## config.mk

```make
export PLATFORM = sky130hd
export DESIGN_NAME = tmbs_slave
export DESIGN_NICKNAME = d
export VERILOG_FILES = /design/src/hw/tmbs_pkg.sv /design/src/hw/tmbs_slave.sv /design/src/hw/tmbs_sync.sv
export SDC_FILE = /design/constraint.sdc
export NUM_CORES = 1
export LEC_CHECK = 0
export ABC_CLOCK_PERIOD_IN_PS = 2200
export BUFFER_PORTS_ARGS = -buffer_cell sky130_fd_sc_hd__buf_2
export CORE_ASPECT_RATIO = 0.7
export CORE_UTILIZATION = 25
export CTS_BUF_LIST = sky130_fd_sc_hd__clkbuf_16
export DETAILED_ROUTE_END_ITERATION = 12
export PLACE_DENSITY = 0.46
export SLEW_MARGIN = 40
export SYNTH_ARGS = -nofsm -noshare
export SYNTH_HDL_FRONTEND = slang
export SYNTH_SLANG_ARGS = --single-unit
```

## constraint.sdc

```tcl
create_clock -name clk -period 2.2 [get_ports clk]
set_input_delay 0.22 -clock clk [delete_from_list [all_inputs] [get_ports clk]]
set_output_delay 0.22 -clock clk [all_outputs]
set_load 0.02 [all_outputs]
```

## src/hw/tmbs_pkg.sv

```systemverilog
/*
 * Shared constants, types and helpers of the temperature monitor bus slave.
 * Assumes a 50 MHz system clock; all times below turn into cycle counts here.
 */
package tmbs_pkg;

    // ------------------------------------------------------------
    // timing
    // ------------------------------------------------------------
    localparam int CLK_HZ = 50_000_000;
    localparam int TIMEOUT_MS = 30;
    localparam int TIMEOUT_CYCLES = CLK_HZ / 1000 * TIMEOUT_MS;
    localparam int CONV_TIME_US = 100;
    localparam int CONV_CYCLES = CLK_HZ / 1_000_000 * CONV_TIME_US;

    // ------------------------------------------------------------
    // register pointers and fields
    // ------------------------------------------------------------
    localparam logic [7:0] PTR_LOCAL_HI = 8'h00;
    localparam logic [7:0] PTR_REMOTE_HI = 8'h01;
    localparam logic [7:0] PTR_CONFIG1 = 8'h09;
    localparam logic [7:0] PTR_LOCAL_LO = 8'h10;
    localparam logic [7:0] PTR_REMOTE_LO = 8'h11;
    localparam logic [7:0] PTR_RESET = 8'h00;
    localparam logic [7:0] CONFIG1_RESET = 8'h00;
    localparam logic [7:0] RESULT_RESET = 8'h00;
    localparam logic [7:0] UNMAPPED_VALUE = 8'h00;
    localparam int PD_BIT = 6;
    localparam int OPEN_BIT = 0;
    localparam int SUPPLY_INVALID_FLAG_BIT = 1;
    localparam logic [7:0] SHORT_TEMP = 8'hc0;
    localparam logic [4:0] HS_CODE = 5'h01;
    // synchroniser order: scl, sda, supply valid, comparator trip, short
    localparam logic [4:0] SYNC_RESET = 5'h18;

    // ------------------------------------------------------------
    // types
    // ------------------------------------------------------------
    typedef struct packed {
        logic [7:0] hi;
        logic [7:0] lo;
    } tmbs_result_t;

    typedef struct packed {
        logic [7:0] whole;
        logic [3:0] frac;
    } tmbs_sample_t;

    typedef enum logic [2:0] {
        ST_IDLE, ST_ADDR, ST_ADDR_ACK, ST_WR_BYTE, ST_WR_ACK, ST_RD_BYTE, ST_RD_ACK, ST_IGNORE
    } tmbs_bus_state_t;

    // low result byte: fraction in the top nibble, flags in the bottom bits
    function automatic logic [7:0] tmbs_low_byte(input logic [3:0] frac, input logic supply_invalid_flag, input logic open_flag);
        tmbs_low_byte = {frac, 2'b00, supply_invalid_flag, open_flag};
    endfunction

endpackage

```

## src/hw/tmbs_slave.sv

```systemverilog
/*
 * Temperature monitor two-wire slave with conversion sequencing and result flags.
 * Assumes an external master drives SCL and a pull-up on SDA; analog results
 * arrive on clk, comparator levels arrive asynchronously.
 */
`timescale 1ns/1ns
module tmbs_slave
    import tmbs_pkg::*;
#(
    parameter int TIMEOUT_CYC = TIMEOUT_CYCLES,
    parameter int CONV_CYC = CONV_CYCLES
) (
    input wire logic clk,
    input wire logic reset_n,
    input wire logic scl_in,
    input wire logic sda_in,
    output logic sda_out,
    output logic sda_oe_n,
    input wire logic [6:0] slave_addr,
    input wire logic supply_valid,
    input wire logic remote_comparator_trip,
    input wire logic remote_short,
    input wire tmbs_sample_t local_sample,
    input wire tmbs_sample_t remote_sample,
    output logic power_down_select,
    output logic converting,
    output logic hs_mode,
    output tmbs_result_t local_result,
    output tmbs_result_t remote_result
);

    // ------------------------------------------------------------
    // parameter checks
    // ------------------------------------------------------------
    if (TIMEOUT_CYC < 2) begin : g_bad_timeout
        $error("timeout count too small");
    end
    if (CONV_CYC < 2) begin : g_bad_conv
        $error("conversion count too small");
    end

    localparam int TW = $clog2(TIMEOUT_CYC + 1);
    localparam int CW = $clog2(CONV_CYC + 1);
    localparam logic [TW-1:0] TMO_LAST = TW'(TIMEOUT_CYC);
    localparam logic [CW-1:0] CONV_LAST = CW'(CONV_CYC - 1);

    // ------------------------------------------------------------
    // input synchronisation and bus conditions
    // ------------------------------------------------------------
    logic [4:0] synced;
    logic scl;
    logic sda;
    logic supply_ok;
    logic trip;
    logic shorted;
    logic scl_prev;
    logic sda_prev;

    tmbs_sync #(.WIDTH(5), .RESET_VALUE(SYNC_RESET)) u_sync (
        .clk(clk),
        .reset_n(reset_n),
        .async_in({scl_in, sda_in, supply_valid, remote_comparator_trip, remote_short}),
        .sync_out(synced)
    );

    assign {scl, sda, supply_ok, trip, shorted} = synced;

    wire scl_rise = scl & ~scl_prev;
    wire scl_fall = ~scl & scl_prev;
    wire start_seen = scl & scl_prev & sda_prev & ~sda;
    wire stop_seen = scl & scl_prev & ~sda_prev & sda;

    always_ff @(posedge clk or negedge reset_n) begin
        if (!reset_n) begin
            scl_prev <= 1'b1;
            sda_prev <= 1'b1;
        end else begin
            scl_prev <= scl;
            sda_prev <= sda;
        end
    end

    // ------------------------------------------------------------
    // serial state machine
    // ------------------------------------------------------------
    tmbs_bus_state_t state;
    logic [3:0] bit_cnt;
    logic [7:0] shift;
    logic [7:0] tx;
    logic rw;
    logic first_wr;
    logic busy;
    logic [7:0] pointer;
    logic [7:0] config1;
    logic [TW-1:0] tmo_cnt;

    // the byte is complete on the falling edge after the eighth rising edge
    wire byte_done = scl_fall && (bit_cnt == 4'h8);
    wire addr_match = (shift[7:1] == slave_addr);
    wire hs_code = (shift[7:3] == HS_CODE);
    wire tmo_hit = busy && (tmo_cnt == TMO_LAST);
    wire ptr_load = byte_done && (state == ST_WR_BYTE) && first_wr;
    wire cfg_write = byte_done && (state == ST_WR_BYTE) && !first_wr && (pointer == PTR_CONFIG1);
    wire [7:0] rd_data;

    assign rd_data = (pointer == PTR_LOCAL_HI) ? local_result.hi :
                     (pointer == PTR_REMOTE_HI) ? remote_result.hi :
                     (pointer == PTR_LOCAL_LO) ? local_result.lo :
                     (pointer == PTR_REMOTE_LO) ? remote_result.lo :
                     (pointer == PTR_CONFIG1) ? config1 : UNMAPPED_VALUE;

    // timeout counts any low line while a transfer is open; a master holding
    // either line low for 30 ms would trip it
    always_ff @(posedge clk or negedge reset_n) begin
        if (!reset_n) begin
            tmo_cnt <= '0;
        end else if (!busy || (scl && sda) || tmo_hit) begin
            tmo_cnt <= '0;
        end else begin
            tmo_cnt <= tmo_cnt + 1'b1;
        end
    end

    // sda_out never changes: the pin is open drain and only pulled low.
    // scl has no output at all, so the block can never clock the bus.
    always_ff @(posedge clk or negedge reset_n) begin
        if (!reset_n) begin
            sda_out <= 1'b0;
        end else begin
            sda_out <= 1'b0;
        end
    end

    always_ff @(posedge clk or negedge reset_n) begin
        if (!reset_n) begin
            state <= ST_IDLE;
            bit_cnt <= '0;
            shift <= '0;
            tx <= '0;
            rw <= 1'b0;
            first_wr <= 1'b0;
            busy <= 1'b0;
            hs_mode <= 1'b0;
            sda_oe_n <= 1'b1;
        end else if (tmo_hit) begin
            state <= ST_IGNORE;
            sda_oe_n <= 1'b1;
            busy <= 1'b0;
            hs_mode <= 1'b0;
        end else if (start_seen) begin
            state <= ST_ADDR;
            bit_cnt <= '0;
            sda_oe_n <= 1'b1;
            busy <= 1'b1;
        end else if (stop_seen) begin
            state <= ST_IDLE;
            sda_oe_n <= 1'b1;
            busy <= 1'b0;
            hs_mode <= 1'b0;
        end else begin
            if (scl_rise) begin
                shift <= {shift[6:0], sda};
                bit_cnt <= bit_cnt + 1'b1;
            end
            unique case (state)
                ST_IDLE, ST_IGNORE: begin
                    sda_oe_n <= 1'b1;
                end
                ST_ADDR: begin
                    if (byte_done) begin
                        if (hs_code) begin
                            hs_mode <= 1'b1;
                            state <= ST_IGNORE;
                        end else if (addr_match) begin
                            rw <= shift[0];
                            sda_oe_n <= 1'b0;
                            state <= ST_ADDR_ACK;
                        end else begin
                            state <= ST_IGNORE;
                        end
                    end
                end
                ST_ADDR_ACK, ST_WR_ACK: begin
                    // released only on the falling edge: low through SCL high.
                    if (scl_fall) begin
                        bit_cnt <= '0;
                        if (rw && state == ST_ADDR_ACK) begin
                            tx <= rd_data;
                            sda_oe_n <= rd_data[7];
                            state <= ST_RD_BYTE;
                        end else begin
                            first_wr <= (state == ST_ADDR_ACK);
                            sda_oe_n <= 1'b1;
                            state <= ST_WR_BYTE;
                        end
                    end
                end
                ST_WR_BYTE: begin
                    if (byte_done) begin
                        first_wr <= 1'b0;
                        sda_oe_n <= 1'b0;
                        state <= ST_WR_ACK;
                    end
                end
                ST_RD_BYTE: begin
                    // drive changes only on SCL falling edges.
                    if (byte_done) begin
                        sda_oe_n <= 1'b1;
                        state <= ST_RD_ACK;
                    end else if (scl_fall) begin
                        tx <= {tx[6:0], 1'b0};
                        sda_oe_n <= tx[6];
                    end
                end
                ST_RD_ACK: begin
                    if (scl_rise && sda) begin
                        state <= ST_IGNORE;
                    end else if (scl_fall) begin
                        // further bytes for as long as the master acknowledges.
                        bit_cnt <= '0;
                        tx <= rd_data;
                        sda_oe_n <= rd_data[7];
                        state <= ST_RD_BYTE;
                    end
                end
            endcase
        end
    end

    // pointer only moves on the first byte of a write.
    always_ff @(posedge clk or negedge reset_n) begin
        if (!reset_n) begin
            pointer <= PTR_RESET;
            config1 <= CONFIG1_RESET;
        end else begin
            if (ptr_load) begin
                pointer <= shift;
            end
            if (cfg_write) begin
                config1 <= shift;
            end
        end
    end

    // ------------------------------------------------------------
    // conversion sequencing
    // ------------------------------------------------------------
    logic [CW-1:0] conv_cnt;
    logic open_seen;
    logic supply_invalid_flag_seen;
    logic short_seen;
    wire pd = config1[PD_BIT];
    // shutdown only blocks the next start; the serial side never looks at it.
    wire conv_start = !converting && !pd && supply_ok;
    wire conv_done = converting && (conv_cnt == CONV_LAST);
    wire supply_invalid_flag_now = supply_invalid_flag_seen | !supply_ok;
    wire open_now = open_seen | trip;

    always_ff @(posedge clk or negedge reset_n) begin
        if (!reset_n) begin
            converting <= 1'b0;
            conv_cnt <= '0;
            open_seen <= 1'b0;
            supply_invalid_flag_seen <= 1'b0;
            short_seen <= 1'b0;
            power_down_select <= 1'b0;
        end else begin
            power_down_select <= pd;
            if (conv_start) begin
                converting <= 1'b1;
                conv_cnt <= '0;
                open_seen <= 1'b0;
                supply_invalid_flag_seen <= 1'b0;
                short_seen <= 1'b0;
            end else if (conv_done) begin
                converting <= 1'b0;
            end else if (converting) begin
                conv_cnt <= conv_cnt + 1'b1;
                open_seen <= open_now;
                supply_invalid_flag_seen <= supply_invalid_flag_now;
                short_seen <= short_seen | shorted;
            end
        end
    end

    // supply flag is set every cycle the supply is bad; a result update wins but carries the flag in
    always_ff @(posedge clk or negedge reset_n) begin
        if (!reset_n) begin
            local_result <= '{hi: RESULT_RESET, lo: RESULT_RESET};
            remote_result <= '{hi: RESULT_RESET, lo: RESULT_RESET};
        end else if (conv_done) begin
            local_result.hi <= local_sample.whole;
            local_result.lo <= tmbs_low_byte(local_sample.frac, supply_invalid_flag_now, 1'b0);
            remote_result.hi <= (short_seen | shorted) ? SHORT_TEMP : remote_sample.whole;
            remote_result.lo <= tmbs_low_byte(remote_sample.frac, supply_invalid_flag_now, open_now);
        end else if (!supply_ok) begin
            local_result.lo[SUPPLY_INVALID_FLAG_BIT] <= 1'b1;
            remote_result.lo[SUPPLY_INVALID_FLAG_BIT] <= 1'b1;
        end
    end
endmodule

```

## src/hw/tmbs_sync.sv

```systemverilog
/*
 * Three-stage input synchroniser with agreement filter.
 * Assumes inputs are asynchronous to clk; the output only follows
 * once the second and third stages agree.
 */
`timescale 1ns/1ns
module tmbs_sync #(
    parameter int WIDTH = 5,
    parameter logic [WIDTH-1:0] RESET_VALUE = '0
) (
    input wire logic clk,
    input wire logic reset_n,
    input wire logic [WIDTH-1:0] async_in,
    output logic [WIDTH-1:0] sync_out
);

    logic [WIDTH-1:0] stage1;
    logic [WIDTH-1:0] stage2;
    logic [WIDTH-1:0] stage3;
    logic [WIDTH-1:0] agree;

    assign agree = ~(stage2 ^ stage3);

    always_ff @(posedge clk or negedge reset_n) begin
        if (!reset_n) begin
            stage1 <= RESET_VALUE;
            stage2 <= RESET_VALUE;
            stage3 <= RESET_VALUE;
            sync_out <= RESET_VALUE;
        end else begin
            stage1 <= async_in;
            stage2 <= stage1;
            stage3 <= stage2;
            sync_out <= (agree & stage3) | (~agree & sync_out);
        end
    end

endmodule

```

==> metrics.txt <==
status finished clean; Top FF cell, synth dfrtp_1; critical path startpoint category register; Die Area 25570 um^2; pin count of the biggest net entering global routing 64; DIE WIDTH 190.7 um; I/O pin count 75; Die Span Y 134.1 um; hpwl dp 10610 um; WL met2 5890 um; FILL cells 2391; max-slew violation count 0; final worst setup slack 0.1279 ns; first-pass GRT wire length 23740 um; via density per instance 4.536; Synth Register Bits 130; Area growth syn-to-layout 24.94%; DR WL/cell 14.79 um; net switching share of the total power 0.2978; Avg Inst Size Synth 11.41 um^2; Std-Cell Rows 47; metal3 WL 742 um; DRT Pass-1 Iters 4; Reg2Reg Depth 6; gr ovfl total 0; Clock transition at path regs 0.06 ns; Power Total 7.500 mW; Nets 690; top-count cell post-synth dfrtp_1; number of port buffers 68; Tmin final 2.072 ns; Initial Util 0.2591; Antenna Nets Post-Route 0; Synth async-reset ratio 1.000; PD cells 963.4 nW/um^2; Hold Path Class in -> reg; Logic pwr share 0.203; Remaining DRCs 0; RSZ-0062 raised after global routing no; final hold violations 0; initial antenna violation count 3; P_sw 2.234 mW; Synth top area share 0.4779; EDFF count, synth 0; Tcrit/Tclk final 0.9419; sequential share of power 0.415; Int Power 5.267 mW; Synth area leaders dfrtp_1 (48%), mux2_2 (6.0%), dfstp_2 (4.6%); Setup CP Type reg -> reg; Setup Skew 0.01245 ns; worst hold path depth 2; top cells by count, synth dfrtp_1 (119), nor2_1 (50), nand2_1 (41); post-synthesis sequential area ratio 0.5243; Post-Syn Instances 546; Slew headroom 0.6055; maximum vdd drop 555.5 uV; Max Cap Violations 0; H-tree Lvls 4; # setup viols final 0; Routed WL 14480 um; Core ar. 24050 um^2; Vias 4441; Critical Path End Type register; count of cell types in the netlist 73; Placer Congestion 0.8219; via count of the first global-routing pass 4343; Root Buffer clkbuf_16; layout cells sized above 1 0.3080; Max Used Layer met4; leading area contributor after synthesis dfrtp_1; clock buffer depth 2; Clk pwr share 0.381; total CTS buffers 17; CP Max Fanout 10; met1 wire length 7683 um; Critical Path RT 2.55 ns; worst slew pin tran 0.5917 ns; fmax 482.6 MHz; Leakage 3.353 nW; Post-Place Setup Slack -0.01654 ns; area of the mapped netlist 6231 um^2; Total Routing Usage GR 0.1201; clk sinks 130; Clk Latency, worst-skew pair 0.42 ns; CTS tree yes; Ys Warns 0; initial DRC count 232; CP arrival 2.42 ns
==> layout make-up <==
class / instances / area [um^2] / share of cell area
tap: 318 / 397.9 / 0.05111
sequential: 130 / 3267 / 0.4196
clock inverter: 14 / 163.9 / 0.02105
multi-input combinational: 379 / 2780 / 0.3571
antenna: 2 / 5.005 / 0.0006429
clock buffer: 17 / 425.4 / 0.05464
inverter: 15 / 56.30 / 0.007232
timing repair buffer: 104 / 689.4 / 0.08856
==> cells by family after synthesis <==
group	synth area share
AO/OA/AOI/OAI	0.08675
XOR/XNOR	0.05341
adder cells (fa/ha/maj)	0.01807
buffers and inverters	0.03333
flip-flops	0.5243
multiplexers	0.1177
other	0.0006018
AND/OR/NAND/NOR	0.1659
==> flip-flops by register name, summed over array words and instances (netlist names), 3 cells and up, named ones only <==
signal,cells
u_sync.stage1,5
conv_cnt,13
bit_cnt,4
u_sync.stage3,5
u_sync.stage2,5
pointer,8
state,3
remote_result,14
shift,8
config1,8
tmo_cnt,21
local_result,12
tx,7
==> routing by layer <==
layer | vias up | GRT usage
met4 | 0 | 0.03911
met1 | 2181 | 0.1781
met2 | 95 | 0.1618
met5 | - | 0
met3 | 18 | 0.03846
li1 | 2147 | -
==> path summary, 6_finish.rpt <==
kind                                    endpoint              from  slack (ns)
worst max-delay path                conv_cnt[11]       conv_cnt[1]        0.13
worst min-delay path            remote_result[4]  remote_sample[0]        0.02
worst max register to register      conv_cnt[11]       conv_cnt[1]        0.13
worst min register to register  u_sync.stage2[1]  u_sync.stage1[1]        0.36
max in group asynchronous               scl_prev           reset_n        1.13
min in group asynchronous           conv_cnt[11]           reset_n        0.34
==> worst max-delay path, stage by stage, from the launching register on <==
cell and delay [ns]:
dfrtp_1 0.43, ha_1 0.26, nand4_1 0.21, o31a_1 0.43, o211ai_2 0.16, or3_1 0.37, a21oi_1 0.14
==> power by group through the flow <==
stage	logic (mW)	clock network [mW]	registers [mW]
2_1_floorplan	1.04	0	3.07
3_3_place_gp	1.49	0	3.15
3_5_place_dp	1.52	0	3.16
4_1_cts	1.54	2.94	3.12
5_1_grt	1.70	3.05	3.18
6_report	1.53	2.86	3.12
==> placed cells by master (no fill, tap or decap), drive strengths merged, types with 6 or more instances in the layout <==
cell,netlist,routed
a21oi,10,10
buf,16,95
clkbuf,11,17
clkinv,0,7
conb,1,6
dfrtp,119,119
dfstp,11,11
dlygate4sd3,0,9
inv,15,18
mux2,53,53
mux2i,8,8
nand2,42,42
nand2b,6,6
nand3,14,14
nand4,12,12
nor2,50,50
nor3,16,16
nor3b,8,8
o21ai,24,24
or3,6,6
xnor2,26,26
xor2,12,12
==> timing repair <==
| item | CTS | global route |
|---|---|---|
| gates resized for setup | 1 | 0 |
| endpoints found under the setup margin | 7 | 0 |
| hold buffers | 9 | 0 |
| buffers inserted | 0 | 0 |
| endpoints found under the hold margin | 68 | 0 |
==> metrics by stage <==
stage / hold slack [ns] / instance area [um^2] / TNS, ns / cells / utilization
2_1_floorplan: -0.07559 / 6250 / 0 / 551 / -
3_3_place_gp: 0.2444 / 7096 / 0 / 937 / 0.2950
3_5_place_dp: 0.2578 / 7096 / -0.08769 / 937 / 0.2950
4_1_cts: 0.0005918 / 7780 / 0 / 977 / 0.3235
5_1_grt: 0.01050 / 7782 / 0 / 978 / 0.3236
6_report: 0.02412 / 7785 / 0 / 979 / 0.3237
Note: power is estimated with default switching activity, not from simulation.
